`config.mk`:
```
export PLATFORM = sky130hd
export DESIGN_NAME = adc_control_and_result_regs
export DESIGN_NICKNAME = d
export VERILOG_FILES = /design/src/include/adc_ctrl_pkg.sv /design/src/hdl/adc_control_and_result_regs.sv
export SDC_FILE = /design/constraint.sdc
export NUM_CORES = 1
export LEC_CHECK = 0
export BUFFER_PORTS_ARGS = -buffer_cell sky130_fd_sc_hd__buf_2
export CAP_MARGIN = 25
export CORE_MARGIN = 2
export CORE_UTILIZATION = 59
export DETAILED_ROUTE_END_ITERATION = 12
export PLACE_DENSITY = 0.95
export SLEW_MARGIN = 15
export SYNTH_ARGS = -nofsm -noshare
export SYNTH_HDL_FRONTEND = slang
export SYNTH_SLANG_ARGS = --single-unit
```
`constraint.sdc`:
```
create_clock -name ref_clk_in -period 3.4 [get_ports ref_clk_in]
set_input_delay 0 -clock ref_clk_in [delete_from_list [all_inputs] [get_ports ref_clk_in]]
set_output_delay 0 -clock ref_clk_in [all_outputs]
set_load 0.1 [all_outputs]
```
`src/include/adc_ctrl_pkg.sv`:
```
// constants for the converter control and result register block
// assumes an 8-bit register port and a successive-approximation core on the same clock
package adc_ctrl_pkg;
    // register offsets on the register port
    localparam logic [2:0] OFS_START_ENABLE_CHANNEL = 3'h0;
    localparam logic [2:0] OFS_SOURCE_CLOCK_SELECT = 3'h1;
    localparam logic [2:0] OFS_REFERENCE_GAIN_SELECT = 3'h2;
    localparam logic [2:0] OFS_RESULT_LOW_BYTE = 3'h3;
    localparam logic [2:0] OFS_RESULT_HIGH_BYTE = 3'h4;
    localparam logic [2:0] OFS_IRQ_STATUS = 3'h5;
    localparam logic [2:0] OFS_IRQ_MASK = 3'h6;
    // adc_start_enable_channel fields
    localparam int BIT_START = 7;
    localparam int BIT_BUSY = 6;
    localparam int BIT_ENABLE = 5;
    localparam int BIT_JUSTIFY = 4;
    localparam int POS_EXT_SEL = 0;
    // adc_source_clock_select fields
    localparam int POS_SRC_SEL = 4;
    localparam int POS_CLK_SEL = 0;
    // writable bits of adc_reference_gain_select
    localparam logic [7:0] REF_GAIN_WRITE_MASK = 8'h9f;
    // interrupt status and mask layout
    localparam int BIT_IRQ_DONE = 0;
    // reset values
    localparam logic [7:0] RST_START_ENABLE_CHANNEL = 8'h00;
    localparam logic [7:0] RST_SOURCE_CLOCK_SELECT = 8'h00;
    localparam logic [7:0] RST_REFERENCE_GAIN_SELECT = 8'h00;
    localparam logic [11:0] RST_RESULT = 12'h000;
    // widths and counts
    localparam int RESULT_W = 12;
    localparam int CHANNELS = 4;
    localparam int DIV_W = 7;
    localparam int CONV_CNT_W = 8;
    localparam logic [CONV_CNT_W-1:0] CONV_TICKS_DEFAULT = 8'h10;
endpackage : adc_ctrl_pkg

```
`src/hdl/adc_control_and_result_regs.sv`:
```
// control, sequencing and result registers of a 12-bit converter
// assumes the analog core delivers its result on conv_data_in at the last conversion tick
// What this block does
// every sample gives a 12-bit result, external or internal source
// source chosen by input source field together with external channel field
// internal source selected disconnects the external channel input
// justify 0: high byte bits 11..4, low byte bits 3..0 then zeros
// justify 1: high byte zeros then bits 11..8, low byte bits 7..0
// result bits not carrying data read as zero
// result pair unchanged while converter is disabled
// start bit written high then low begins a conversion
// start bit high holds conversion logic in reset
// busy set when start falls after being high
// busy clears when conversion completes, zero when idle
// busy bit is read-only, writes ignored
// enable bit must be set; clear powers the converter down
// channel code 00..11 routes channel 0..3
// bits 3 and 2 of first control register read zero
// analog-configured pin loses digital function and pull-high
// source codes: external, internal or reserved ground
// conversion clock divides system clock by 1 to 128
// result updates in the cycle busy clears
//
// Local design decisions: the register addresses and the strobed register port.
module adc_control_and_result_regs
    import adc_ctrl_pkg::*;
#(
    parameter logic [CONV_CNT_W-1:0] CONV_TICKS = CONV_TICKS_DEFAULT
)
(
    // clock and reset
    input wire logic ref_clk_in,
    input wire logic reset_n_in,
    // register port
    input wire logic [2:0] reg_addr_in,
    input wire logic [7:0] reg_wdata_in,
    input wire logic reg_write_in,
    input wire logic reg_read_in,
    output logic [7:0] reg_rdata_out,
    // interrupt
    output logic irq_out,
    // analog core
    input wire logic [RESULT_W-1:0] conv_data_in,
    output logic converter_power_out,
    output logic converter_reset_out,
    output logic conv_clk_tick_out,
    output logic conversion_busy_flag_out,
    // input routing
    output logic ext_channel_connect_out,
    output logic [1:0] external_channel_select_out,
    output logic internal_source_connect_out,
    output logic [2:0] internal_source_select_out,
    output logic ground_select_out,
    // reference and gain amplifier controls
    output logic gain_amp_enable_out,
    output logic gain_amp_input_select_out,
    output logic [1:0] reference_voltage_select_out,
    output logic [1:0] gain_amp_gain_select_out,
    // pin sharing
    input wire logic [CHANNELS-1:0] analog_input_pins_cfg_in,
    output logic [CHANNELS-1:0] pin_digital_off_out,
    output logic [CHANNELS-1:0] pin_pullup_off_out
);

    typedef struct packed {
        logic start;
        logic enable;
        logic justify;
        logic [1:0] ext_sel;
        logic [3:0] src_sel;
        logic [2:0] clk_sel;
        logic [7:0] ref_gain;
        logic [RESULT_W-1:0] result;
        logic busy;
        logic [DIV_W-1:0] div_cnt;
        logic tick;
        logic [CONV_CNT_W-1:0] conv_cnt;
        logic done_sts;
        logic done_mask;
        logic irq;
        logic [7:0] rd_data;
        logic ext_conn;
        logic [1:0] ext_mux;
        logic int_conn;
        logic [2:0] int_sel;
        logic gnd_sel;
        logic [CHANNELS-1:0] pin_off;
    } state_t;

    state_t s_q;
    state_t s_d;

    logic src_external;
    logic src_reserved;
    logic [DIV_W-1:0] div_mask;
    logic wr_c0;
    logic start_fall;
    logic conv_last;

    // reserved codes 10xx go to ground, 0000, 0100 and 11xx are external
    always_comb
    begin
        src_reserved = (s_q.src_sel[3:2] == 2'h2);
        src_external = ((s_q.src_sel[1:0] == 2'h0) && !s_q.src_sel[3])
                       || (s_q.src_sel[3:2] == 2'h3);
    end

    assign div_mask = DIV_W'((8'h01 << s_q.clk_sel) - 8'h01);
    assign wr_c0 = reg_write_in && (reg_addr_in == OFS_START_ENABLE_CHANNEL);
    assign start_fall = wr_c0 && s_q.start && !reg_wdata_in[BIT_START];
    assign conv_last = s_q.busy && s_q.tick && (s_q.conv_cnt == CONV_TICKS - 8'h01);

    always_comb
    begin
        s_d = s_q;
        s_d.rd_data = 8'h00;

        // register writes
        if (reg_write_in)
        begin
            case (reg_addr_in)
                OFS_START_ENABLE_CHANNEL:
                begin
                    // busy bit position is not writable
                    s_d.start = reg_wdata_in[BIT_START];
                    s_d.enable = reg_wdata_in[BIT_ENABLE];
                    s_d.justify = reg_wdata_in[BIT_JUSTIFY];
                    s_d.ext_sel = reg_wdata_in[POS_EXT_SEL +: 2];
                end
                OFS_SOURCE_CLOCK_SELECT:
                begin
                    s_d.src_sel = reg_wdata_in[POS_SRC_SEL +: 4];
                    s_d.clk_sel = reg_wdata_in[POS_CLK_SEL +: 3];
                end
                OFS_REFERENCE_GAIN_SELECT:
                begin
                    s_d.ref_gain = reg_wdata_in & REF_GAIN_WRITE_MASK;
                end
                OFS_IRQ_STATUS:
                begin
                    if (reg_wdata_in[BIT_IRQ_DONE])
                    begin
                        s_d.done_sts = 1'b0;
                    end
                end
                OFS_IRQ_MASK:
                begin
                    s_d.done_mask = reg_wdata_in[BIT_IRQ_DONE];
                end
                default:
                begin
                    s_d.done_mask = s_q.done_mask;
                end
            endcase
        end

        // conversion clock divider, held while stopped
        if (!s_q.enable || s_q.start || !s_q.busy || conv_last)
        begin
            s_d.div_cnt = '0;
            s_d.tick = 1'b0;
        end
        else
        begin
            s_d.div_cnt = s_q.div_cnt + DIV_W'(1);
            s_d.tick = ((s_q.div_cnt & div_mask) == '0);
        end

        // conversion sequencing
        if (!s_q.enable)
        begin
            // powered down: abandon any conversion, keep the result pair
            s_d.busy = 1'b0;
            s_d.conv_cnt = '0;
        end
        else if (s_q.start)
        begin
            // a start fall that also clears the enable bit is ignored
            s_d.busy = start_fall && reg_wdata_in[BIT_ENABLE];
            s_d.conv_cnt = '0;
        end
        else if (conv_last)
        begin
            s_d.result = conv_data_in;
            s_d.busy = 1'b0;
            s_d.conv_cnt = '0;
        end
        else if (s_q.busy && s_q.tick)
        begin
            s_d.conv_cnt = s_q.conv_cnt + CONV_CNT_W'(1);
        end

        // the completion event wins over a write-one clear in the same cycle
        if (s_q.enable && !s_q.start && conv_last)
        begin
            s_d.done_sts = 1'b1;
        end
        s_d.irq = s_d.done_sts && s_d.done_mask;

        // register reads, answer stands in the next cycle only
        if (reg_read_in)
        begin
            case (reg_addr_in)
                OFS_START_ENABLE_CHANNEL:
                    s_d.rd_data = {s_q.start, s_q.busy, s_q.enable, s_q.justify,
                                   2'h0, s_q.ext_sel};
                OFS_SOURCE_CLOCK_SELECT:
                    s_d.rd_data = {s_q.src_sel, 1'b0, s_q.clk_sel};
                OFS_REFERENCE_GAIN_SELECT:
                    s_d.rd_data = s_q.ref_gain;
                OFS_RESULT_LOW_BYTE:
                    s_d.rd_data = s_q.justify ? s_q.result[7:0]
                                              : {s_q.result[3:0], 4'h0};
                OFS_RESULT_HIGH_BYTE:
                    s_d.rd_data = s_q.justify ? {4'h0, s_q.result[11:8]}
                                              : s_q.result[11:4];
                OFS_IRQ_STATUS:
                    s_d.rd_data = {7'h00, s_q.done_sts};
                OFS_IRQ_MASK:
                    s_d.rd_data = {7'h00, s_q.done_mask};
                default:
                    s_d.rd_data = 8'h00;
            endcase
        end

        // input routing; the external mux is opened for internal or ground sources
        s_d.ext_conn = s_q.enable && src_external;
        s_d.ext_mux = s_q.ext_sel;
        s_d.int_conn = s_q.enable && !src_external && !src_reserved;
        s_d.int_sel = s_q.src_sel[2:0];
        s_d.gnd_sel = src_reserved;
        s_d.pin_off = analog_input_pins_cfg_in;
    end

    // each pin set as analog drops its digital path and pull-high
    generate
        for (genvar i = 0; i < CHANNELS; i++)
        begin : g_pin
            assign pin_digital_off_out[i] = s_q.pin_off[i];
            assign pin_pullup_off_out[i] = s_q.pin_off[i];
        end
    endgenerate

    always_ff @(posedge ref_clk_in)
    begin
        if (!reset_n_in)
        begin
            s_q <= '0;
            s_q.start <= RST_START_ENABLE_CHANNEL[BIT_START];
            s_q.src_sel <= RST_SOURCE_CLOCK_SELECT[POS_SRC_SEL +: 4];
            s_q.ref_gain <= RST_REFERENCE_GAIN_SELECT;
            s_q.result <= RST_RESULT;
        end
        else
        begin
            s_q <= s_d;
        end
    end

    assign reg_rdata_out = s_q.rd_data;
    assign irq_out = s_q.irq;
    assign converter_power_out = s_q.enable;
    assign converter_reset_out = s_q.start;
    assign conv_clk_tick_out = s_q.tick;
    assign conversion_busy_flag_out = s_q.busy;
    assign ext_channel_connect_out = s_q.ext_conn;
    assign external_channel_select_out = s_q.ext_mux;
    assign internal_source_connect_out = s_q.int_conn;
    assign internal_source_select_out = s_q.int_sel;
    assign ground_select_out = s_q.gnd_sel;
    assign gain_amp_enable_out = s_q.ref_gain[7];
    assign gain_amp_input_select_out = s_q.ref_gain[4];
    assign reference_voltage_select_out = s_q.ref_gain[3:2];
    assign gain_amp_gain_select_out = s_q.ref_gain[1:0];
endmodule : adc_control_and_result_regs

```
=== Yosys cells after proc, flatten, opt, wreduce, memory -nomap -nowiden ===
Cells that the tools add are included.

* Multiplexer cells: 10
* Eq/ne operators: 9
* Shift operators: 1
* Reduce and logical (&&, ||, !) cells: 36
* Add/subtract/negate cells: 3
* Bitwise logic cells: 4

{| class="wikitable"
|+ Operator list
! operator !! number
|-
| 8-bit one-hot mux with 7 select lines || 1
|-
| 8-bit two-way mux || 2
|-
| 1-bit logical AND || 13
|-
| 2-bit AND reduction || 5
|-
| 3-bit equality test, second input constant || 3
|-
| 8-bit by 1-bit adder with 8-bit output, second input constant || 1
|-
| 8-bit by 4-bit equality test with 1-bit output, second input constant || 1
|-
| 7-bit by 1-bit adder with 7-bit output, second input constant || 1
|-
| 7-bit AND || 1
|-
| 1-bit zero test || 7
|-
| 7-bit zero test || 1
|-
| 1-bit by 3-bit left shift with 7-bit output, first input constant || 1
|-
| 7-bit by 1-bit subtractor with 7-bit output, second input constant || 1
|-
| 3-bit by 2-bit equality test with 1-bit output, second input constant || 2
|-
| 1-bit two-way mux || 6
|-
| 2-bit equality test, second input constant || 2
|-
| 1-bit logical OR || 4
|-
| 4-bit OR reduction || 1
|-
| 3-bit by 1-bit equality test with 1-bit output, second input constant || 1
|-
| 3-bit zero test || 1
|-
| 1-bit inverter || 3
|-
| 3-bit AND reduction || 1
|-
| 2-bit zero test || 1
|-
| 2-bit two-way mux || 1
|-
| other kinds (2) || 2
|}

* Logic and storage cells: 85
* Input port bits: 31
* Flip-flop bits (word level): 70
* Output and inout port bits: 35

=== Logic depth before layout (Yosys ltp) ===
* Depth in word-level cells: 6
* Depth in mapped cells: 8
* Gate-level depth less buffers: 7

=== Worst setup path before layout ===
OpenSTA, ideal clock, no wires.

* Kind: reg2reg
* From: register s_q, in the netlist conversion_busy_flag_out
* To: register s_q[41] in the netlist's numbering
* Path slack: 1,056 ps
* Library setup time: 123 ps
* Data required time: 3,277 ps
* Stages on the path, launching flop included: 5
* Period minus slack after synthesis: 2,344 ps
* Arrival time: 2,222 ps
* Path buffers: 1
* Cells stage by stage: dfxtp_1 nand3_1 nor4_4 clkbuf_2 o21ai_0

* Longest elaborated chain between the ends: 3

{| class="wikitable"
|+ RTL lines
! item !! line !! source
|-
| from (decl) || adc_control_and_result_regs.sv:90 || <nowiki>state_t s_q;</nowiki>
|-
| 1-bit logical AND (2 in series) || adc_control_and_result_regs.sv:111 || <nowiki>assign conv_last = s_q.busy && s_q.tick && (s_q.conv_cnt == CONV_TICKS - 8'h01);</nowiki>
|-
| 3-bit AND reduction (no source line) || - ||
|}

No other way between the ends.
A chain may end at the register's enable or synchronous reset.

=== Final worst setup path ===
* From: register s_q[27] in the netlist's numbering
* To: register s_q, in the netlist conversion_busy_flag_out

* Longest elaborated chain between the ends: 3

{| class="wikitable"
|+ RTL lines
! item !! line
|-
| 8-bit by 4-bit equality test with 1-bit output || adc_control_and_result_regs.sv:111
|-
| 1-bit logical AND || adc_control_and_result_regs.sv:111
|-
| 2-bit nonzero test (no source line) || -
|}

No other way between the ends.

==> flow_summary.ini <==
[status]
status = finished, final reports clean

[floorplanning]
chipWidth_um = 77.98
ios = 66
die_area_mm2 = 0.006081
core_mm2 = 0.005205
start_util_pct = 62.04
die_y_um = 77.98
rows = 26

[clock_tree]
cts_buffers = 9
clock-sinks = 70
cts-htree-levels = 3
clock_latency_ns = 0.35
cts_root_buffer = clkbuf_8
post_cts_resized = 0
postCtsSetupBuffers = 0
clkTransAtPathRegs_ns = 0.07
cts_tree = done
cts_max_path_buffers = 2

[yosys]
syn_inst = 352
synth-async-reset-ratio_pct = 0
ys.flop_type = dfxtp_1
syn_nets = 386
synth_cell_type_count = 51
synth.cell_area_mm2 = 0.003229
synth_common_cells = 70 x dfxtp_1, 25 x buf_4, 25 x nand3_1
yosys.cell_count.top_type = dfxtp_1
yosysTopAreaCell = dfxtp_1
ys_seq_area_share_pct = 43.39
synth-seq-cells = 70
syn_area_per_cell_um2 = 9.174
synth_edf_count = 0
synth_warnings = 0
synth_area_leaders = dfxtp_1 43%, mux2i_1 7.4%, buf_4 5.8%
yosysTopAreaCellShare_pct = 43.39

[drt]
via_count = 2761
routed_wl_um = 7710
ant_nets = 0
drtIter0Drc = 265
drt-pass1-iter-count = 5
drc = 0
route.detailed.wl_per_inst_um = 16.06
via_per_inst = 5.752

[finish]
syn_to_final_growth_pct = 17.40
nNetsFinal = 442
fillers = 383
drive_gt1_share_pct = 21.71
antenna_cells = 0
finalInstanceArea_mm2 = 0.003791

[place]
place.gp.congestion = 0.8083
io_buffers = 65
dpl_worst_slack_ns = 1.210
placed_area_mm2 = 0.003363
dp_hpwl_um = 4622

[timing]
timing.final.crit_share_pct = 55.85
tns_ns = 0
skew_ns = 0.01293
fmax_mhz = 526.6
hold_viol_final = 0
min_period_ns = 1.899
slew_viol_final = 0
relSlewSlack_pct = 45.80
setup_viol = 0
fin_ws_ns = 1.501
rsz0062_at_grt = false
max_slew.worst_pin.slew_ns = 0.8113

[worst_setup_path]
crit_path_start_kind = flop
crit_type = flop to flop
cp-end-kind = flop
cp.required_ns = 3.62
reg2reg_slack_ns = 1.50
arrival_ns = 2.12
cp_max_fo = 9

[grt]
grt_remaining_overflow = 0
grt_pass1_wl_um = 12250
antenna_found_initial = 0
grt_pass1_vias = 2640
grt_use_total_pct = 26.05
grt_start_max_net_pins = 59

[power_and_ir_drop]
power.leakage_nw = 1.465
finalPower_mw = 1.652
p_per_area_mw_per_mm2 = 435.6
ir_worst_vdd_v = 0.0002548

[job]
drv_cap = 0

[hold_path]
hp-class = primary input to flop
[worst paths after layout]
check,endpoint,startpoint,cells past startpoint
worst min register to register,s_q[42],s_q[42],2
worst max-delay path,conversion_busy_flag_out,s_q[27],4
worst max register to register,conversion_busy_flag_out,s_q[27],4
worst min-delay path,reg_rdata_out[0],reg_addr_in[2],3
[cell usage in the layout, fill, tap and decap left out, types with 3 or more instances in the layout]
cell type,instances
a21oi_1,9
a22o_1,4
a31oi_1,4
a32oi_1,3
and2_1,10
and3_1,5
buf_2,65
clkbuf_8,10
dfxtp_1,70
dlygate4sd3_1,24
ha_1,3
inv_1,6
mux2i_1,24
nand2_1,24
nand2b_1,4
nand3_1,25
nand4_1,4
nor2_1,23
nor2b_1,23
nor3_1,6
nor3b_1,3
o21ai_0,16
xnor2_1,9
xor2_1,3
[power by group]
group | total [mW] | leakage, nW | internal (mW) | switching [mW]
logic | 0.173 | 0.809 | 0.0581 | 0.115
registers | 0.837 | 0.566 | 0.828 | 0.00854
clock network | 0.642 | 0.0911 | 0.346 | 0.296
total | 1.65 | 1.47 | 1.23 | 0.419
[critical path, stage by stage (launching register included)]
cell	delay [ns]
dfxtp_1	0.35
or4_4	0.59
o31ai_4	0.38
or2_1	0.37
nand2_1	0.09
[flip-flops by register name (all words and copies together) (netlist names)]
signal / cells
s_q: 34
reg_rdata_out: 8
s_d: 5
pin_digital_off_out: 4
internal_source_select_out: 3
external_channel_select_out: 2
gain_amp_gain_select_out: 2
reference_voltage_select_out: 2
conv_clk_tick_out: 1
conversion_busy_flag_out: 1
converter_power_out: 1
converter_reset_out: 1
ext_channel_connect_out: 1
gain_amp_enable_out: 1
gain_amp_input_select_out: 1
ground_select_out: 1
internal_source_connect_out: 1
irq_out: 1
[layout make-up]
cell class	count	area (um^2)	share of cell area, %
flip-flops and latches	70	1401	36.96
inverters	6	22.52	0.5941
multi-input cells	230	1519	40.07
clock inverters	2	35.03	0.9241
clock buffers	11	141.4	3.729
repair buffers	91	584.3	15.41
well taps	70	87.58	2.310
[through the flow]
| step | util (%) | cells | hold slack, ns |
|---|---|---|---|
| floorplan | - | 352 | 0.1273 |
| finish | 72.84 | 480 | 0.09389 |
| CTS | 72.62 | 479 | 0.07319 |
| global placement | 64.62 | 442 | 0.2057 |
| detailed placement | 64.62 | 442 | 0.2099 |
| global route | 72.84 | 480 | 0.09270 |
[kinds of logic (layout without fill, tap and decap cells)]
logic type / after synthesis / in the layout / share of synthesized area (%)
XOR/XNOR: 12 / 12 / 3.255
AND/OR/NAND/NOR: 140 / 140 / 24.14
adder cells (fa/ha/maj): 3 / 3 / 1.162
multiplexers: 26 / 26 / 8.136
flip-flops: 70 / 70 / 43.39
buffers and inverters: 52 / 110 / 9.569
AO/OA/AOI/OAI: 49 / 49 / 10.35
[routing by layer]
| metal | GRT usage (%) | wire length [um] | vias to the layer above |
|---|---|---|---|
| li1 | - | - | 1297 |
| met1 | 30.19 | 3005 | 1264 |
| met2 | 42.59 | 3674 | 160 |
| met3 | 6.628 | 593 | 40 |
| met4 | 16.84 | 437 | 0 |
| met5 | 0 | 0 | - |
[repair_timing]
item | in CTS | in global routing
setup endpoints to repair | 0 | 0
hold buffers | 24 | 0
endpoints found under the hold margin | 32 | 0
Power figures use the tool's default switching activity.
